### src/design/serial_pkg.sv
// Constants, register map and encodings shared by the serial port files.
package serial_pkg;
	localparam int ADDR_W = 16;
	localparam int DATA_W = 16;
	localparam int DIV_W = 15;
	localparam logic [ADDR_W-1:0] ADDR_RX_BUF = 16'h1fb8;
	localparam logic [ADDR_W-1:0] ADDR_STATUS = 16'h1fb9;
	localparam logic [ADDR_W-1:0] ADDR_TX_BUF = 16'h1fba;
	localparam logic [ADDR_W-1:0] ADDR_CONTROL = 16'h1fbb;
	localparam logic [ADDR_W-1:0] ADDR_DIVISOR = 16'h1fbc;
	localparam logic [ADDR_W-1:0] ADDR_P2_FSEL = 16'h1fc9;
	localparam logic [ADDR_W-1:0] ADDR_P2_DIR = 16'h1fcb;
	localparam logic [ADDR_W-1:0] ADDR_P2_LATCH = 16'h1fcd;
	// Control fields
	localparam int CTL_MODE_LO = 0;
	localparam int CTL_MODE_HI = 1;
	localparam int CTL_PEN = 2;
	localparam int CTL_REN = 3;
	localparam int CTL_TB8 = 4;
	localparam logic [7:0] CTL_WRITE_MASK = 8'h1f;
	// Status fields
	localparam int ST_OVERRUN = 2;
	localparam int ST_TXE = 3;
	localparam int ST_FRAMING = 4;
	localparam int ST_TXDONE = 5;
	localparam int ST_RXDONE = 6;
	localparam int ST_NINTH = 7;
	// Divisor source select bit
	localparam int DIV_SRC_BIT = 15;
	localparam logic [15:0] DIV_READ_VALUE = 16'hffff;
	// Port 2 pin numbers used by the serial unit
	localparam int PIN_TXD = 0;
	localparam int PIN_RXD = 1;
	// Reset values
	localparam logic [7:0] RST_CONTROL = 8'h00;
	localparam logic [15:0] RST_DIVISOR = 16'h0000;
	localparam logic [7:0] RST_P2_FSEL = 8'h80;
	localparam logic [7:0] RST_P2_DIR = 8'h7f;
	localparam logic [7:0] RST_P2_LATCH = 8'h7f;
	// Timing: baud ticks per async bit and the mid-bit sample tick
	localparam logic [2:0] TICK_LAST = 3'h7;
	localparam logic [2:0] SAMPLE_POINT = 3'h4;
	localparam logic [3:0] SYNC_BITS = 4'h8;
	localparam logic [3:0] FRAME_LEN_8 = 4'ha;
	localparam logic [3:0] FRAME_LEN_9 = 4'hb;
	localparam logic [3:0] RX_DATA_8 = 4'h8;
	localparam logic [3:0] RX_DATA_9 = 4'h9;
	// External rate pin ceiling against the 40 MHz sampling clock
	localparam int CLK_KHZ = 40000;
	localparam int EXT_RATE_MAX_KHZ = 4000;
	localparam int EXT_MIN_CYCLES = (CLK_KHZ + EXT_RATE_MAX_KHZ - 1) / EXT_RATE_MAX_KHZ;

	typedef enum logic [1:0] {
		MODE_SYNC = 2'b00,
		MODE_ASYNC8 = 2'b01,
		MODE_ASYNC9 = 2'b10,
		MODE_ASYNC9P = 2'b11
	} mode_e;

	typedef enum logic [1:0] {
		RX_IDLE = 2'b00,
		RX_START = 2'b01,
		RX_DATA = 2'b10,
		RX_STOP = 2'b11
	} rx_state_e;

	typedef enum logic {
		TX_IDLE = 1'b0,
		TX_SHIFT = 1'b1
	} tx_state_e;
endpackage : serial_pkg

### src/design/baud_if.sv
// Interface between the serial core and its baud generator.
`timescale 1ns/1ps
interface baud_if;
	logic [serial_pkg::DIV_W-1:0] divisor;
	logic use_crystal;
	logic ext_rate;
	logic tick;
	modport gen (input divisor, input use_crystal, input ext_rate, output tick);
	modport user (output divisor, output use_crystal, output ext_rate, input tick);
endinterface : baud_if

### src/design/pin_sync.sv
// Two-flop synchronisers for asynchronous pin inputs.
`timescale 1ns/1ps
module pin_sync #(
	parameter int WIDTH = 2
) (
	// Clock and reset
	input wire logic clk_i,
	input wire logic rst_n_i,
	// Pins in, synchronised out
	input wire logic [WIDTH-1:0] async_i,
	output logic [WIDTH-1:0] sync_o
);
	for (genvar g = 0; g < WIDTH; g++) begin : g_bit
		logic meta_q;
		logic stable_q;
		always_ff @(posedge clk_i or negedge rst_n_i) begin
			if (!rst_n_i) begin
				meta_q <= 1'b1;
				stable_q <= 1'b1;
			end else begin
				meta_q <= async_i[g];
				stable_q <= meta_q;
			end
		end
		assign sync_o[g] = stable_q;
	end
endmodule : pin_sync

### src/design/baud_gen.sv
// Baud tick generator: 15-bit reload divider on crystal or external rate clock.
`timescale 1ns/1ps
module baud_gen (
	// Clock and reset
	input wire logic clk_i,
	input wire logic rst_n_i,
	// Divisor and tick
	baud_if.gen bus
);
	import serial_pkg::*;
	logic prev_q;
	logic [DIV_W-1:0] cnt_q;
	logic tick_q;
	wire ext_edge = bus.ext_rate & ~prev_q;
	// External pin is used as-is, one count per rising edge, no prescaler
	wire src_en = bus.use_crystal | ext_edge;
	wire wrap = src_en & (cnt_q == '0);

	always_ff @(posedge clk_i or negedge rst_n_i) begin
		if (!rst_n_i) begin
			prev_q <= 1'b1;
			cnt_q <= '0;
			tick_q <= 1'b0;
		end else begin
			prev_q <= bus.ext_rate;
			tick_q <= wrap;
			if (wrap) begin
				cnt_q <= bus.divisor;
			end else if (src_en) begin
				cnt_q <= cnt_q - 1'b1;
			end
		end
	end
	assign bus.tick = tick_q;
endmodule : baud_gen

### src/design/serial_port.sv
// Serial port core: registers, transmitter, receiver and port 2 pin control.
`timescale 1ns/1ps
module serial_port (
	// Clock and reset
	input wire logic ref_clk_i,
	input wire logic arst_n_i,
	// Register bus
	input wire logic [serial_pkg::ADDR_W-1:0] addr_i,
	input wire logic [serial_pkg::DATA_W-1:0] wdata_i,
	input wire logic wr_i,
	input wire logic word_i,
	input wire logic rd_i,
	output logic [serial_pkg::DATA_W-1:0] rdata_o,
	// Pins
	input wire logic rxd_pin_i,
	input wire logic ext_rate_pin_i,
	output logic txd_o,
	output logic txd_oe_o,
	output logic rxd_o,
	output logic rxd_oe_o,
	// Interrupt requests to the core
	output logic rx_irq_o,
	output logic tx_irq_o
);
	import serial_pkg::*;

	baud_if baud ();
	logic [1:0] pins_s;
	logic rxd_s;

	pin_sync #(.WIDTH(2)) u_sync (
		.clk_i(ref_clk_i),
		.rst_n_i(arst_n_i),
		.async_i({ext_rate_pin_i, rxd_pin_i}),
		.sync_o(pins_s)
	);
	assign rxd_s = pins_s[0];

	baud_gen u_baud (
		.clk_i(ref_clk_i),
		.rst_n_i(arst_n_i),
		.bus(baud.gen)
	);

	// Register state
	logic [7:0] ctl_q, ctl_d;
	logic [15:0] div_q;
	logic [7:0] fsel_q, dir_q, latch_q;
	logic ri_q, ti_q, fe_q, ovr_q, rpe_q, rb8_q, unread_q;
	logic [7:0] rxbuf_q;
	logic [DATA_W-1:0] rdata_q;

	// Bus decode
	wire wr_ctl = wr_i & (addr_i == ADDR_CONTROL);
	wire wr_tx = wr_i & (addr_i == ADDR_TX_BUF);
	wire wr_div = wr_i & word_i & (addr_i == ADDR_DIVISOR);
	wire wr_fsel = wr_i & (addr_i == ADDR_P2_FSEL);
	wire wr_dir = wr_i & (addr_i == ADDR_P2_DIR);
	wire wr_latch = wr_i & (addr_i == ADDR_P2_LATCH);
	wire rd_status = rd_i & (addr_i == ADDR_STATUS);
	wire rd_rxbuf = rd_i & (addr_i == ADDR_RX_BUF);

	wire [1:0] mode_bits = {ctl_q[CTL_MODE_HI], ctl_q[CTL_MODE_LO]};
	wire mode_e mode = mode_e'(mode_bits);
	wire is_sync = (mode == MODE_SYNC);
	wire is_nine = (mode == MODE_ASYNC9) | (mode == MODE_ASYNC9P);
	wire par_on = ctl_q[CTL_PEN] & ((mode == MODE_ASYNC8) | (mode == MODE_ASYNC9P));
	wire ren = ctl_q[CTL_REN];
	wire tick = baud.tick;

	assign baud.divisor = div_q[DIV_W-1:0];
	assign baud.use_crystal = div_q[DIV_SRC_BIT];
	assign baud.ext_rate = pins_s[1];

	// Transmitter
	tx_state_e tx_state_q;
	logic [7:0] hold_q;
	logic hold_full_q;
	logic [10:0] tx_shift_q;
	logic [3:0] tx_cnt_q, tx_len_q;
	logic [2:0] tx_sub_q;
	logic tx_phase_q;

	wire tx_busy = (tx_state_q == TX_SHIFT);
	wire accept_tx = wr_tx & ~hold_full_q;
	// Bit timing runs regardless of activity so a load waits for the next boundary
	wire tx_bb = tick & (tx_sub_q == TICK_LAST);
	wire tx_load = ~tx_busy & hold_full_q & (is_sync ? tick : tx_bb);
	wire tx_step_async = tx_busy & ~is_sync & tx_bb;
	wire tx_step_sync = tx_busy & is_sync & tick & tx_phase_q;
	wire [3:0] tx_cnt_n = tx_cnt_q + 4'h1;
	wire [3:0] tx_stop_idx = tx_len_q - 4'h1;
	wire ti_set = (tx_step_async & (tx_cnt_n == tx_stop_idx)) |
		(tx_step_sync & (tx_cnt_n == SYNC_BITS));
	wire tx_end = (tx_step_async & (tx_cnt_n == tx_len_q)) | (tx_step_sync & (tx_cnt_n == SYNC_BITS));
	// Parity bit makes the count of ones in the covered bits even
	wire par7 = ^hold_q[6:0];
	wire par8 = ^hold_q;
	wire bit7 = (par_on & ~is_nine) ? par7 : hold_q[7];
	wire ninth = par_on ? par8 : ctl_q[CTL_TB8];
	wire [10:0] frame_async = is_nine ? {1'b1, ninth, bit7, hold_q[6:0], 1'b0}
		: {2'b11, bit7, hold_q[6:0], 1'b0};
	wire [10:0] frame_sync = {3'b111, hold_q};

	always_ff @(posedge ref_clk_i or negedge arst_n_i) begin
		if (!arst_n_i) begin
			tx_sub_q <= '0;
		end else if (tick) begin
			tx_sub_q <= tx_sub_q + 3'h1;
		end
	end

	always_ff @(posedge ref_clk_i or negedge arst_n_i) begin
		if (!arst_n_i) begin
			hold_q <= '0;
			hold_full_q <= 1'b0;
		end else begin
			if (accept_tx) begin
				hold_q <= wdata_i[7:0];
			end
			hold_full_q <= accept_tx | (hold_full_q & ~tx_load);
		end
	end

	always_ff @(posedge ref_clk_i or negedge arst_n_i) begin
		if (!arst_n_i) begin
			tx_state_q <= TX_IDLE;
			tx_shift_q <= '1;
			tx_cnt_q <= '0;
			tx_len_q <= FRAME_LEN_8;
			tx_phase_q <= 1'b1;
		end else if (tx_load) begin
			tx_state_q <= TX_SHIFT;
			tx_shift_q <= is_sync ? frame_sync : frame_async;
			tx_len_q <= is_nine ? FRAME_LEN_9 : FRAME_LEN_8;
			tx_cnt_q <= '0;
			tx_phase_q <= 1'b0;
		end else if (tx_step_async | tx_step_sync) begin
			tx_shift_q <= {1'b1, tx_shift_q[10:1]};
			tx_cnt_q <= tx_cnt_n;
			tx_phase_q <= 1'b0;
			if (tx_end) begin
				tx_state_q <= TX_IDLE;
				tx_phase_q <= 1'b1;
			end
		end else if (tx_busy & is_sync & tick) begin
			tx_phase_q <= 1'b1;
		end
	end

	// Receiver
	rx_state_e rx_state_q;
	logic [2:0] rx_sub_q;
	logic [3:0] rx_cnt_q;
	logic [8:0] rx_shift_q;
	logic rx_prev_q;
	logic rx_phase_q;

	wire rx_idle = (rx_state_q == RX_IDLE);
	wire start_edge = rx_idle & ren & ~is_sync & rx_prev_q & ~rxd_s;
	wire ren_rise = wr_ctl & wdata_i[CTL_REN] & ~ren;
	wire ri_cleared = rd_status & ri_q & ren;
	wire sync_start = rx_idle & is_sync & ~tx_busy & (ren_rise | ri_cleared);
	wire samp = tick & (rx_sub_q == SAMPLE_POINT);
	wire [8:0] rx_next = {rxd_s, rx_shift_q[8:1]};
	wire [3:0] rx_cnt_n = rx_cnt_q + 4'h1;
	wire [3:0] rx_nbits = is_nine ? RX_DATA_9 : RX_DATA_8;
	wire async_last = (rx_state_q == RX_DATA) & ~is_sync & samp & (rx_cnt_n == rx_nbits);
	wire sync_samp = (rx_state_q == RX_DATA) & is_sync & tick & ~rx_phase_q;
	wire sync_last = sync_samp & (rx_cnt_n == SYNC_BITS);
	wire [7:0] rx_byte = is_nine ? rx_next[7:0] : rx_next[8:1];
	wire rx_bad_par = par_on & (is_nine ? (^rx_next) : (^rx_next[8:1]));
	wire rx_keep = (mode != MODE_ASYNC9) | rx_next[8];
	wire rx_load = (async_last & rx_keep) | sync_last;
	wire fe_set = (rx_state_q == RX_STOP) & samp & ~rxd_s;

	always_ff @(posedge ref_clk_i or negedge arst_n_i) begin
		if (!arst_n_i) begin
			rx_state_q <= RX_IDLE;
			rx_sub_q <= '0;
			rx_cnt_q <= '0;
			rx_shift_q <= '0;
			rx_prev_q <= 1'b1;
			rx_phase_q <= 1'b1;
		end else begin
			rx_prev_q <= rxd_s;
			if (tick & ~rx_idle) begin
				rx_sub_q <= rx_sub_q + 3'h1;
			end
			// A control write that raises the enable must reach the sync start below
			if (~ren & ~sync_start) begin
				rx_state_q <= RX_IDLE;
				rx_phase_q <= 1'b1;
			end else if (start_edge) begin
				rx_state_q <= RX_START;
				rx_sub_q <= '0;
			end else if (sync_start) begin
				rx_state_q <= RX_DATA;
				rx_cnt_q <= '0;
				rx_phase_q <= 1'b0;
			end else if (is_sync & (rx_state_q == RX_DATA) & tick) begin
				rx_phase_q <= ~rx_phase_q;
				if (sync_samp) begin
					rx_shift_q <= rx_next;
					rx_cnt_q <= rx_cnt_n;
				end
				if (rx_phase_q) begin
					rx_phase_q <= 1'b0;
				end
				if (sync_last) begin
					rx_state_q <= RX_IDLE;
				end
			end else if (samp) begin
				case (rx_state_q)
					RX_START: begin
						rx_state_q <= rxd_s ? RX_IDLE : RX_DATA;
						rx_cnt_q <= '0;
					end
					RX_DATA: begin
						rx_shift_q <= rx_next;
						rx_cnt_q <= rx_cnt_n;
						if (async_last | (rx_cnt_n == rx_nbits)) begin
							rx_state_q <= RX_STOP;
						end
					end
					RX_STOP: begin
						rx_state_q <= RX_IDLE;
					end
					default: begin
						rx_state_q <= RX_IDLE;
					end
				endcase
			end
		end
	end

	// Receive buffer: newest byte always wins
	always_ff @(posedge ref_clk_i or negedge arst_n_i) begin
		if (!arst_n_i) begin
			rxbuf_q <= '0;
		end else if (rx_load) begin
			rxbuf_q <= rx_byte;
		end
	end

	// Flags: a set in the same cycle as the clearing read wins
	always_ff @(posedge ref_clk_i or negedge arst_n_i) begin
		if (!arst_n_i) begin
			ri_q <= 1'b0;
			ti_q <= 1'b0;
			fe_q <= 1'b0;
			ovr_q <= 1'b0;
			rpe_q <= 1'b0;
			rb8_q <= 1'b0;
			unread_q <= 1'b0;
		end else begin
			ri_q <= rx_load | (ri_q & ~rd_status);
			ti_q <= ti_set | (ti_q & ~rd_status);
			fe_q <= fe_set | (fe_q & ~rd_status);
			ovr_q <= (rx_load & unread_q) | (ovr_q & ~rd_status);
			rpe_q <= (async_last & rx_bad_par) | (rpe_q & ~rd_status);
			unread_q <= rx_load | (unread_q & ~rd_rxbuf);
			if (async_last & rx_keep & is_nine) begin
				rb8_q <= rx_next[8];
			end
		end
	end

	// Control and port 2 registers
	always_comb begin
		ctl_d = ctl_q;
		if (ti_set & is_nine) begin
			ctl_d[CTL_TB8] = 1'b0;
		end
		if (wr_ctl) begin
			ctl_d = wdata_i[7:0] & CTL_WRITE_MASK;
		end
	end

	always_ff @(posedge ref_clk_i or negedge arst_n_i) begin
		if (!arst_n_i) begin
			ctl_q <= RST_CONTROL;
			div_q <= RST_DIVISOR;
			fsel_q <= RST_P2_FSEL;
			dir_q <= RST_P2_DIR;
			latch_q <= RST_P2_LATCH;
		end else begin
			ctl_q <= ctl_d;
			if (wr_div) begin
				div_q <= wdata_i;
			end
			if (wr_fsel) begin
				fsel_q <= wdata_i[7:0];
			end
			if (wr_dir) begin
				dir_q <= wdata_i[7:0];
			end
			if (wr_latch) begin
				latch_q <= wdata_i[7:0];
			end
		end
	end

	// Read data
	wire transmit_empty_flag = ~hold_full_q & ~tx_busy;
	wire bit7_st = par_on ? rpe_q : rb8_q;
	wire [7:0] status = {bit7_st, ri_q, ti_q, fe_q, transmit_empty_flag, ovr_q, 2'b00};
	wire [DATA_W-1:0] rdata_d =
		(addr_i == ADDR_RX_BUF) ? {8'h00, rxbuf_q} :
		(addr_i == ADDR_STATUS) ? {8'h00, status} :
		(addr_i == ADDR_CONTROL) ? {8'h00, ctl_q} :
		(addr_i == ADDR_DIVISOR) ? DIV_READ_VALUE :
		(addr_i == ADDR_P2_FSEL) ? {8'h00, fsel_q} :
		(addr_i == ADDR_P2_DIR) ? {8'h00, dir_q} :
		(addr_i == ADDR_P2_LATCH) ? {8'h00, latch_q} : 16'h0000;

	// Pin drive: shift clock of either direction idles high
	wire rx_sync_act = is_sync & (rx_state_q == RX_DATA);
	wire sclk = (tx_busy ? tx_phase_q : 1'b1) & (rx_sync_act ? rx_phase_q : 1'b1);
	wire txd_line = is_sync ? sclk : (tx_busy ? tx_shift_q[0] : 1'b1);
	// Serial pin 0 is push-pull when its direction bit is clear
	wire txd_d = fsel_q[PIN_TXD] ? txd_line : latch_q[PIN_TXD];
	wire txd_oe_d = ~dir_q[PIN_TXD] | (~fsel_q[PIN_TXD] & ~latch_q[PIN_TXD]);
	// Receive pin is open drain when its function select bit is set, pulled low only for a zero data bit in sync transmit
	wire rxd_low_serial = is_sync & tx_busy & ~tx_shift_q[0];
	wire rxd_oe_d = fsel_q[PIN_RXD] ? rxd_low_serial : (~dir_q[PIN_RXD] | ~latch_q[PIN_RXD]);
	wire rxd_d = fsel_q[PIN_RXD] ? 1'b0 : latch_q[PIN_RXD];

	always_ff @(posedge ref_clk_i or negedge arst_n_i) begin
		if (!arst_n_i) begin
			rdata_q <= '0;
			txd_o <= 1'b1;
			txd_oe_o <= 1'b0;
			rxd_o <= 1'b1;
			rxd_oe_o <= 1'b0;
			rx_irq_o <= 1'b0;
			tx_irq_o <= 1'b0;
		end else begin
			if (rd_i) begin
				rdata_q <= rdata_d;
			end
			txd_o <= txd_d;
			txd_oe_o <= txd_oe_d;
			rxd_o <= rxd_d;
			rxd_oe_o <= rxd_oe_d;
			rx_irq_o <= rx_load;
			tx_irq_o <= ti_set;
		end
	end
	assign rdata_o = rdata_q;
endmodule : serial_port

### config.mk
export PLATFORM = sky130hd
export DESIGN_NAME = serial_port
export DESIGN_NICKNAME = d
export VERILOG_FILES = /design/src/design/serial_pkg.sv /design/src/design/baud_if.sv /design/src/design/pin_sync.sv /design/src/design/baud_gen.sv /design/src/design/serial_port.sv
export SDC_FILE = /design/constraint.sdc
export NUM_CORES = 1
export LEC_CHECK = 0
export ABC_AREA = 1
export BUFFER_PORTS_ARGS = -buffer_cell sky130_fd_sc_hd__buf_2
export CELL_PAD_IN_SITES_DETAIL_PLACEMENT = 1
export CELL_PAD_IN_SITES_GLOBAL_PLACEMENT = 1
export CORE_MARGIN = 5
export CORE_UTILIZATION = 47
export CTS_BUF_LIST = sky130_fd_sc_hd__clkbuf_8
export DETAILED_ROUTE_END_ITERATION = 6
export GPL_TIMING_DRIVEN = 0
export PLACE_DENSITY = 0.86
export REMOVE_ABC_BUFFERS = 1
export SYNTH_ARGS = -nofsm -noshare
export SYNTH_HDL_FRONTEND = slang
export SYNTH_SLANG_ARGS = --single-unit
export TNS_END_PERCENT = 20
### constraint.sdc
create_clock -name ref_clk_i -period 2.2 [get_ports ref_clk_i]
set_clock_uncertainty 0.1 [all_clocks]
set_input_delay 0.44 -clock ref_clk_i [delete_from_list [all_inputs] [get_ports ref_clk_i]]
set_output_delay 0.44 -clock ref_clk_i [all_outputs]
set_load 0.1 [all_outputs]
* Word-level counts from Yosys, hierarchy flattened *
Cells that the tools add are included.

operators by class
  $add $sub $neg = 6
  equality and inequality tests = 27
  muxes and demuxes = 65
  bitwise operators = 105
  reductions and logical operators = 23

operator list
  kind                     count
  $eq A16 B13 Y1 const B   8
  $and A1 B1 Y1            65
  $mux W16                 4
  $mux W9                  4
  $mux W8                  4
  $mux W15                 2
  $mux W1                  27
  $mux W4                  6
  $mux W11                 2
  $not A1 Y1               21
  $mux W10                 2
  $or A1 B1 Y1             19
  $mux W2                  8
  $reduce_xor A8 Y1        2
  $logic_not A15 Y1        1
  $sub A15 B1 Y15 const B  1
  $eq A4 B4 Y1             3
  $reduce_bool A2 Y1       6
  $mux W3                  3
  $reduce_bool A3 Y1       3
  $reduce_xor A9 Y1        1
  $add A4 B1 Y4 const B    2
  $eq A2 B2 Y1 const B     4
  $eq A4 B4 Y1 const B     2
  20 further kinds         26

word-level totals
  bits in registers = 156
  input port bits = 39

* Logic depth before layout (Yosys ltp) *
Gate-level depths: netlist of the first run.

  depth after elaboration = 13
  depth in mapped cells = 12

* By module *
Synthesis of the first run repeated with hierarchy kept, for this count alone.

unflattened totals
  cells, all modules = 952
  area total of the unflattened synthesis = 7828.8 um^2

by module, submodules not included
  module       times used  cells an instance  area an instance (um^2)  seq. area each (um^2)
  serial_port  1           758                6448.7                   3115.5
  baud_gen     1           188                1260.0                   426.7
  pin_sync     1           6                  120.1                    105.1

* Least setup slack after synthesis of the first run *
Ideal clock, no wire load.

  path kind = reg-to-output
  start point = register rdata_o[14] (netlist name)
  end point = output port rdata_o[10] (netlist bit)
  arrival time = 1440 ps
  slack = 220 ps
  cell stages (with the launch flop) = 2
  path through = dfrtp_1 buf_4

RTL lines
  item              line               text
  end: declaration  serial_port.sv:13  output logic [serial_pkg::DATA_W-1:0] rdata_o,

* Worst setup path after layout of the first run *
  start point = register rx_cnt_q[0]
  end point = register rxbuf_q[2]

on the way
  longest elaborated chain between the ends = 5

RTL lines
  item                      line                text
  start: declaration        serial_port.sv:154  logic [3:0] rx_cnt_q;
  start signal: assignment  serial_port.sv:205  rx_cnt_q <= rx_cnt_n;
  start signal: assignment  serial_port.sv:221  rx_cnt_q <= rx_cnt_n;
  $add A4 B1 Y4 *           serial_port.sv:166  wire [3:0] rx_cnt_n = rx_cnt_q + 4'h1;
  $eq A4 B4 Y1              serial_port.sv:168  wire async_last = (rx_state_q == RX_DATA) & ~is_sync & samp & (rx_cnt_n == rx_nbits);
  $and A1 B1 Y1             serial_port.sv:168
  $and A1 B1 Y1             serial_port.sv:174  wire rx_load = (async_last & rx_keep) | sync_last;
  $or A1 B1 Y1 *            serial_port.sv:174
  net rx_load               serial_port.sv:174
  end signal: assignment    serial_port.sv:242  rxbuf_q <= rx_byte;
  end: declaration          serial_port.sv:50   logic [7:0] rxbuf_q;

Mark *: on every way through the listed nets, which the timed path passes. The rest lies on a longest branch.
A chain may end at the register's enable or synchronous reset.

==> metrics.csv, run 1 <==
metric;value;unit
vias in the first global route;6789;
Final Setup Violations;0;
Adder-Cell Fraction of Synth Area;2.303;%
pin count of the biggest net entering global routing;87;
EDFF count, synth;0;
worst slew pin tran;861.7;ps
final wirelength;21300;µm
Multi-input gate area;3446;µm²
DP HPWL;14260;µm
Reg2Reg Capture Point;rxbuf_q[2];
GRT overflow;0;
Compound-Gate Fraction of Synth Area;11.97;%
die area;18830;µm²
RSZ-0062 raised after global routing;true;
Initial Utilization;47.89;%
combinational family with the most area after synthesis;simple AND/OR/NAND/NOR gates;
WS Path Type;flip-flop to flip-flop;
worst hold path class;input port to flip-flop;
mean cell area of the mapped netlist;8.278;µm²
register area;3654;µm²
post-synth top area share;35.86;%
maximum vdd drop;0.3780;mV
hold slack;105.8;ps
DIE HEIGHT;137.2;µm
top_reg_cell synth;dfrtp_1;
cell area after layout;8673;µm²
PwrDens;685.3;nW/µm²
LEAKAGE;4.189;nW
outcome;finished clean;
Setup crit start kind;flip-flop;
post-layout util;54.60;%
Fin. Hold Viols;0;
synthesized-area fraction occupied by and/or/nand/nor cells;24.38;%
global-route wire length before repair;34620;µm
DRT Pass-1 Iters;5;
Clock Tree Root;clkbuf_8;
Synth top cells by count;nand2_1, dfrtp_1, inv_1, o21ai_0, nand3_1;
Avg Vias per Cell;5.383;
worst setup path start;rx_cnt_q[0];
Setup TNS Final;0;ps
Yosys cell types;46;
ys async rst share;100.0;%
Post-DRT Antenna Nets;0;
core area;15890;µm²
total power;5.944;mW
Iter 0 DRT Violations;335;
cell row count;46;
GPL Wtd Cong;0.8382;
Syn. warnings;0;
H-tree levels;4;
Final Slew Violations;0;
Inserted Clock Buffers;17;
max-cap violation count;0;
worst flop-to-flop path startpoint;rx_cnt_q[0];
share of cells above drive strength 1;20.78;%
Yosys top cell by area;dfrtp_1;
total DRC errors in the routed layout;0;
port bufs;60;
Gate Count Post-Synth;919;
Cell Area, Synth;7607;µm²
I/O pins;61;
TritonCTS clock tree;built;
max_slew headroom;42.49;%
FF-to-FF path depth;10;
CP Capture Type;flip-flop;
area grow syn2layout;14.01;%
#FFs+latches synth;144;
clock latency on the worst-skew pair;460;ps
nets;1037;
Final Critical Period;2094;ps
Seq/Total Area, Yosys;47.94;%
Worst Path Arrival;2330;ps
crit path capture;rxbuf_q[2];
count leader, synth;nand2_1;
Clk pin slew, worst setup/hold paths;80;ps
mux cell area share after synthesis;1.530;%
GR Util All Layers;23.52;%
xor/xnor share of the synthesized area;3.799;%
critical-path maximum fanout;19;
Layout fillers;1974;
Max clock buf depth;2;
r2r setup slk;110;ps
Max Freq;0.4776;GHz
period utilization;95.17;%
clk sinks;144;
CP required;2440;ps
wire per inst;17.56;µm
initial antenna violation count;0;
Vias;6529;
Die W;137.2;µm
placed cell areas;8023;µm²
synth top area cells;dfrtp_1, dfstp_2, nand2_1;
[layout make-up]
cell class	instances	share of cell area [%]
diodes	1	0.02885
clock buffers	21	3.332
clock inverters	10	1.269
inverters	112	4.919
multi-input cells	631	39.73
flip-flops and latches	144	42.12
well taps	216	3.116
repair buffers	78	5.482
[stage by stage]
| stage | instances | setup slack, ps |
|---|---|---|
| global route | 1212 | -42.50 |
| detailed placement | 1162 | -812.9 |
| global placement | 1161 | -1530 |
| CTS | 1201 | -9.025 |
| floorplan | 885 | -3406 |
| finish | 1213 | 106.3 |
[power by group]
part | leakage [nW] | switching, mW | total [mW] | internal, mW
clock | 0.207 | 1.04 | 2.15 | 1.12
combinational | 2.17 | 0.516 | 0.793 | 0.276
sequential | 1.81 | 0.149 | 3.00 | 2.85
total | 4.19 | 1.70 | 5.94 | 4.24
[worst min-delay path by stage]
stage          slack (ps)                       end  cells past startpoint                   start
4_1_cts                70                  div_q[9]                      2              wdata_i[9]
3_5_place_dp          250  u_sync.g_bit[1].stable_q                      0  u_sync.g_bit[1].meta_q
3_3_place_gp          250  u_sync.g_bit[0].stable_q                      0  u_sync.g_bit[0].meta_q
5_1_grt                90                 div_q[10]                      2             wdata_i[10]
6_report              110                 div_q[15]                      2             wdata_i[15]
2_1_floorplan          40                  ctl_q[0]                      0                arst_n_i
[critical path, cell delays in order (launching register included)]
cell and delay, ps:
dfrtp_2 460, ha_1 330, o21bai_1 170, nor2_1 90, nand3_1 140, inv_2 110, o311ai_2 120, nand2_1 170
inv_4 120, nand2_1 90, o21ai_1 70
[what timing repair did]
action	in CTS	in global routing
resized for setup	8	15
hold buffers	3	0
buffers inserted	3	11
endpoints found under the setup margin	84	64
endpoints found under the hold margin	51	0
pin swaps	2	4
cloned	2	0
[logic make-up after synthesis]
| logic type | after synthesis |
|---|---|
| AO/OA/AOI/OAI | 166 |
| XOR/XNOR | 33 |
| adder cells (fa/ha/maj) | 14 |
| buffers and inverters | 146 |
| flip-flops | 144 |
| multiplexers | 9 |
| AND/OR/NAND/NOR | 407 |
[per-layer routing]
layer / global-route usage, % / share of wire [%] / up-vias
li1: - / - / 3122
met1: 29.38 / 42 / 3236
met2: 40.74 / 51 / 125
met3: 4.456 / 3.7 / 46
met4: 8.370 / 2.7 / 0
met5: 0 / 0 / -
[layout by cell type, fill, tap and decap left out, drive strengths merged, types with 5 or more instances in the layout]
cell	n
clkbuf	22
o21ai	112
nand2	215
inv	114
o211ai	8
nand4	19
buf	74
xnor2	18
xor2	15
nor2	80
nor3	6
a21oi	26
mux2	9
dfrtp	109
nand3	77
dfstp	35
or2	5
ha	14
[sequential cells by signal (all words and copies together) (netlist names), 3 cells and up]
name,flops
rx_shift_q,8
dir_q,8
rx_cnt_q,4
u_baud.cnt_q,15
tx_cnt_q,4
tx_sub_q,3
ctl_q,5
hold_q,8
latch_q,8
div_q,16
rx_sub_q,3
tx_shift_q,10
rxbuf_q,8
rdata_o,9
fsel_q,8
(Power assumes the default switching activity.)
==> inputs of run 2 (changes only) <==
--- a/config.mk
+++ b/config.mk
@@ -14,7 +14,7 @@
 export CTS_BUF_LIST = sky130_fd_sc_hd__clkbuf_8
 export DETAILED_ROUTE_END_ITERATION = 6
 export GPL_TIMING_DRIVEN = 0
-export PLACE_DENSITY = 0.86
+export PLACE_DENSITY = 0.81
 export REMOVE_ABC_BUFFERS = 1
 export SYNTH_ARGS = -nofsm -noshare
 export SYNTH_HDL_FRONTEND = slang
==> metrics.csv, run 2 (synthesis results as in run 1) <==
metric;value;unit
Final Slew Violations;0;
outcome;finished clean;
clk sinks;144;
Max clock buf depth;2;
vias in the first global route;6609;
Fin. Hold Viols;0;
initial antenna violation count;0;
DP HPWL;14140;µm
Max Freq;0.4730;GHz
FF-to-FF path depth;10;
Clk pin slew, worst setup/hold paths;90;ps
Post-DRT Antenna Nets;0;
max_slew headroom;59.00;%
Largest regs;div_q: 16 flops, u_baud.cnt_q: 15 flops, tx_shift_q: 10 flops;
Worst Path Buf+Inv;2;
pin count of the biggest net entering global routing;88;
worst setup path start;rx_cnt_q[0];
post-layout util;54.77;%
Reg2Reg Capture Point;rxbuf_q[4];
CP Capture Type;flip-flop;
share of cells above drive strength 1;20.85;%
PwrDens;695.0;nW/µm²
GRT overflow;0;
worst slew pin tran;613.4;ps
GPL Wtd Cong;0.8423;
H-tree levels;4;
Inserted Clock Buffers;17;
Iter 0 DRT Violations;431;
CP delay by family, top;simple AND/OR/NAND/NOR gates;
period utilization;96.10;%
slowest stage cell, crit path;dfrtp_2;
port bufs;60;
I/O pins;61;
die area;18830;µm²
DIE HEIGHT;137.2;µm
final wirelength;20530;µm
worst flop-to-flop path startpoint;rx_cnt_q[0];
cell row count;46;
Die W;137.2;µm
max-cap violation count;0;
core area;15890;µm²
CP peak stage delay;470;ps
critical-path maximum fanout;19;
most used cell, CP;nand2_1;
total DRC errors in the routed layout;0;
most frequent cells in the layout;nand2_1, dfrtp_1, inv_1;
LEAKAGE;4.179;nW
hold slack;108.9;ps
Vias;6457;
nets;1033;
Avg Vias per Cell;5.341;
area grow syn2layout;14.36;%
commonest non-fill, non-tap cell in the layout;nand2_1;
DRT Pass-1 Iters;4;
clock latency on the worst-skew pair;460;ps
Largest register FFs;16;
Top reg by flops;div_q;
global-route wire length before repair;33200;µm
Final Setup Violations;0;
worst hold path class;input port to flip-flop;
Worst path depth;10;
maximum vdd drop;0.4353;mV
r2r setup slk;90;ps
TritonCTS clock tree;built;
CP required;2420;ps
Setup crit start kind;flip-flop;
Final Critical Period;2114;ps
GR Util All Layers;22.49;%
Worst Path Arrival;2340;ps
WS Path Type;flip-flop to flip-flop;
antenna fix cells;0;
Clock Tree Root;clkbuf_8;
Initial Utilization;47.89;%
cells along the critical path;ha_1 -> o21bai_1 -> nor2_1 -> nand3_2 -> inv_2 -> o311ai_2 -> nand2_1 -> inv_4 -> nand2_1 -> o21ai_0;
wire per inst;16.98;µm
crit path capture;rxbuf_q[4];
-- run 2: cell types whose count changed in the layout (fill, tap and decap cells not counted), moves of 2 or more --
cell,change
clkbuf_8,-2
buf_4,-5
clkinv_2,+2
inv_1,-2
-- run 2: per-stage QoR --
step	worst slack (ps)	area (µm²)	setup TNS, ps	std cells	power (mW)
floorplan	-3406	7413	-42930	885	3.511
global placement	-1572	7984	-285180	1161	3.737
detailed placement	-787.7	8045	-56480	1163	3.793
CTS	7.678	8567	0	1203	6.080
global route	-42.70	8700	-128.2	1209	6.347
finish	85.73	8700	0	1209	6.046
-- run 2: where the power goes --
group	total (mW)	switching, mW	internal [mW]
logic	0.783	0.506	0.277
registers	3.00	0.152	2.85
clock network	2.26	1.08	1.18
-- run 2: worst min-delay path by stage --
| stage | start | endpoint | slack, ps | cells after the start |
|---|---|---|---|---|
| 3_3_place_gp | u_sync.g_bit[1].meta_q | u_sync.g_bit[1].stable_q | 250 | 0 |
| 4_1_cts | wdata_i[11] | div_q[11] | 90 | 2 |
| 2_1_floorplan | arst_n_i | ctl_q[0] | 40 | 0 |
| 3_5_place_dp | u_sync.g_bit[1].meta_q | u_sync.g_bit[1].stable_q | 250 | 0 |
| 6_report | wdata_i[8] | div_q[8] | 110 | 2 |
| 5_1_grt | wdata_i[8] | div_q[8] | 80 | 2 |
-- run 2: per-layer routing --
metal / vias up / global-route usage [%] / wire (µm)
met5: - / 0 / 0
li1: 3118 / - / -
met3: 21 / 4.456 / 755
met4: 0 / 6.042 / 312
met2: 100 / 37.41 / 10270
met1: 3218 / 30.15 / 9197
-- run 2: repair_timing --
action / in CTS / in global routing
pin swaps: 1 / 5
endpoints found under the hold margin: 50 / 0
endpoints found under the setup margin: 90 / 57
gates resized for setup: 10 / 16
hold buffers: 3 / 0
gates cloned: 1 / 1
buffers inserted: 4 / 5
-- run 2: area by class of cell --
cell class	count	area [µm²]
clock inverters	13	158.9
flip-flops and latches	144	3654
fillers	1960	7186
well taps	216	270.3
clock buffers	19	261.5
multi-input cells	631	3463
inverters	112	426.7
repair buffers	74	465.4
==> inputs of run 3 (changes only) <==
--- a/config.mk
+++ b/config.mk
@@ -5,16 +5,15 @@
 export SDC_FILE = /design/constraint.sdc
 export NUM_CORES = 1
 export LEC_CHECK = 0
-export ABC_AREA = 1
 export BUFFER_PORTS_ARGS = -buffer_cell sky130_fd_sc_hd__buf_2
 export CELL_PAD_IN_SITES_DETAIL_PLACEMENT = 1
 export CELL_PAD_IN_SITES_GLOBAL_PLACEMENT = 1
 export CORE_MARGIN = 5
-export CORE_UTILIZATION = 47
+export CORE_UTILIZATION = 50
 export CTS_BUF_LIST = sky130_fd_sc_hd__clkbuf_8
 export DETAILED_ROUTE_END_ITERATION = 6
 export GPL_TIMING_DRIVEN = 0
-export PLACE_DENSITY = 0.81
+export PLACE_DENSITY = 0.82
 export REMOVE_ABC_BUFFERS = 1
 export SYNTH_ARGS = -nofsm -noshare
 export SYNTH_HDL_FRONTEND = slang
==> metrics.csv, run 3 <==
metric;value;unit
WS Path Type;flip-flop to flip-flop;
Adder-Cell Fraction of Synth Area;2.401;%
Yosys top cell by area;dfrtp_1;
core area;14420;µm²
EDFF count, synth;0;
Top reg by flops;div_q;
worst setup path start;u_baud.cnt_q[5];
Final Setup Violations;32;
synthesized-area fraction occupied by and/or/nand/nor cells;14.47;%
Gate Count Post-Synth;673;
antenna fix cells;0;
Iter 0 DRT Violations;561;
Seq/Total Area, Yosys;49.98;%
Clock Tree Root;clkbuf_8;
Layout fillers;1521;
hold path depth;2;
I/O pins;61;
cell row count;44;
clock latency on the worst-skew pair;480;ps
total DRC errors in the routed layout;0;
RSZ-0062 raised after global routing;true;
worst flop-to-flop path startpoint;u_baud.cnt_q[5];
die area;17110;µm²
hold slack;100.6;ps
ys async rst share;100.0;%
mux cell area share after synthesis;13.44;%
post-synth top area share;37.38;%
post-layout util;61.46;%
Clk pin slew, worst setup/hold paths;90;ps
GRT overflow;0;
cell area after layout;8865;µm²
Worst Path Arrival;2670;ps
count leader, synth;dfrtp_1;
pre-CTS WS;-1635;ps
DRT Pass-1 Iters;5;
Max Freq;0.4084;GHz
PwrDens;616.4;nW/µm²
Max clock buf depth;2;
nets;820;
final std cells w/o fill;964;
Syn. warnings;0;
initial antenna violation count;0;
share of cells above drive strength 1;40.64;%
Reg2Reg Capture Point;u_baud.cnt_q[11];
max_slew headroom;55.07;%
TritonCTS clock tree;built;
Inserted Clock Buffers;17;
Initial Utilization;50.59;%
Die W;130.8;µm
Setup crit start kind;flip-flop;
xor/xnor share of the synthesized area;2.761;%
CP required;2420;ps
CP Capture Type;flip-flop;
H-tree levels;4;
Avg Vias per Cell;6.322;
port bufs;60;
Largest regs;div_q: 16 flops, u_baud.cnt_q: 15 flops, tx_shift_q: 10 flops;
mean cell area of the mapped netlist;10.84;µm²
Fin. Hold Viols;0;
r2r setup slk;-250;ps
worst setup margin;-248.4;ps
Cell Area, Synth;7297;µm²
Yosys cell types;66;
worst slew pin tran;670.9;ps
Vias;6094;
most frequent cells in the layout;dfrtp_1, mux2_2, buf_2;
DIE HEIGHT;130.8;µm
Final Slew Violations;0;
Post-DRT Antenna Nets;0;
wire per inst;23.64;µm
critical-path maximum fanout;8;
outcome;finished with violations;
Compound-Gate Fraction of Synth Area;12.96;%
top_reg_cell synth;dfrtp_1;
combinational family with the most area after synthesis;simple AND/OR/NAND/NOR gates;
pin count of the biggest net entering global routing;100;
Synth top cells by count;dfrtp_1, mux2_2, nand2_1, o21ai_0, nor2_1;
period utilization;111.3;%
placed cell areas;7665;µm²
GPL Wtd Cong;0.8762;
synth top area cells;dfrtp_1, dfstp_2, mux2_2;
Setup TNS Final;-3824;ps
max-cap violation count;0;
maximum vdd drop;0.4230;mV
Largest register FFs;16;
crit path capture;u_baud.cnt_q[11];
failing checks;negative setup slack;
commonest non-fill, non-tap cell in the layout;dfrtp_1;
vias in the first global route;6375;
#FFs+latches synth;144;
GR Util All Layers;26.44;%
final wirelength;22790;µm
clk sinks;144;
global-route wire length before repair;34600;µm
DP HPWL;13360;µm
LEAKAGE;3.973;nW
Final Critical Period;2448;ps
total power;5.464;mW
FF-to-FF path depth;6;
area grow syn2layout;21.48;%
worst hold path class;input port to flip-flop;
dpl cells;878;
-- run 3: changes by cell type after synthesis, moves of 11 or more --
cell,previous run,this run
clkbuf_1,13,24
inv_1,100,22
inv_2,12,1
mux2_2,5,80
nand2_1,210,52
nand3_1,74,16
nand4_1,16,5
nor2_1,67,40
nor2b_1,0,13
nor3_1,6,19
o21ai_0,79,41
o21ai_1,31,0
-- run 3: worst min-delay path by stage --
stage / start / end / slack, ps
2_1_floorplan: arst_n_i / ctl_q[0] / 40
5_1_grt: wdata_i[9] / div_q[9] / 80
3_3_place_gp: u_sync.g_bit[0].meta_q / u_sync.g_bit[0].stable_q / 250
4_1_cts: wdata_i[8] / div_q[8] / 80
6_report: wdata_i[13] / div_q[13] / 100
3_5_place_dp: u_sync.g_bit[0].meta_q / u_sync.g_bit[0].stable_q / 250
-- run 3: routing by layer --
metal / global-route usage, % / vias to the layer above / wire [µm] / share of wire, %
met5: 0 / - / 0 / 0
met4: 11.55 / 0 / 852 / 3.7
met3: 5.447 / 76 / 1151 / 5.1
met2: 44.25 / 246 / 11600 / 51
met1: 33.23 / 3129 / 9192 / 40
li1: - / 2643 / - / -
-- run 3: logic make-up after synthesis --
group,count (synthesis)
AND/OR/NAND/NOR,197
flip-flops,144
AO/OA/AOI/OAI,143
multiplexers,88
buffers and inverters,64
XOR/XNOR,23
adder cells (fa/ha/maj),14
-- run 3: worst max-delay path, stage by stage, from the launching register on --
cell      delay [ps]
dfrtp_2          440
or4_4            530
nand2b_4         170
or4_4            550
clkbuf_4         220
nand2b_1         150
o311ai_1         140
-- run 3: what timing repair did --
item / 4_1_cts / 5_1_grt
gates resized for setup: 75 / 27
gates cloned: 1 / 1
endpoints found under the hold margin: 39 / 0
setup buffers: 34 / 16
pin swaps: 13 / 16
setup endpoints to repair: 110 / 96
hold buffers: 3 / 0
-- run 3: final cells by class --
| type | count | area [µm²] | share of cell area (%) |
|---|---|---|---|
| inverter | 24 | 97.59 | 1.101 |
| clock buffer | 18 | 247.7 | 2.795 |
| timing repair buffer | 113 | 779.5 | 8.793 |
| clock inverter | 14 | 95.09 | 1.073 |
| tap | 184 | 230.2 | 2.597 |
| sequential | 144 | 3661 | 41.30 |
| multi-input combinational | 467 | 3754 | 42.34 |
-- run 3: where the power goes --
part,internal [mW],switching (mW),total [mW],leakage (nW)
clock,0.803,1.09,1.89,0.182
sequential,2.80,0.157,2.96,1.82
combinational,0.243,0.375,0.618,1.97
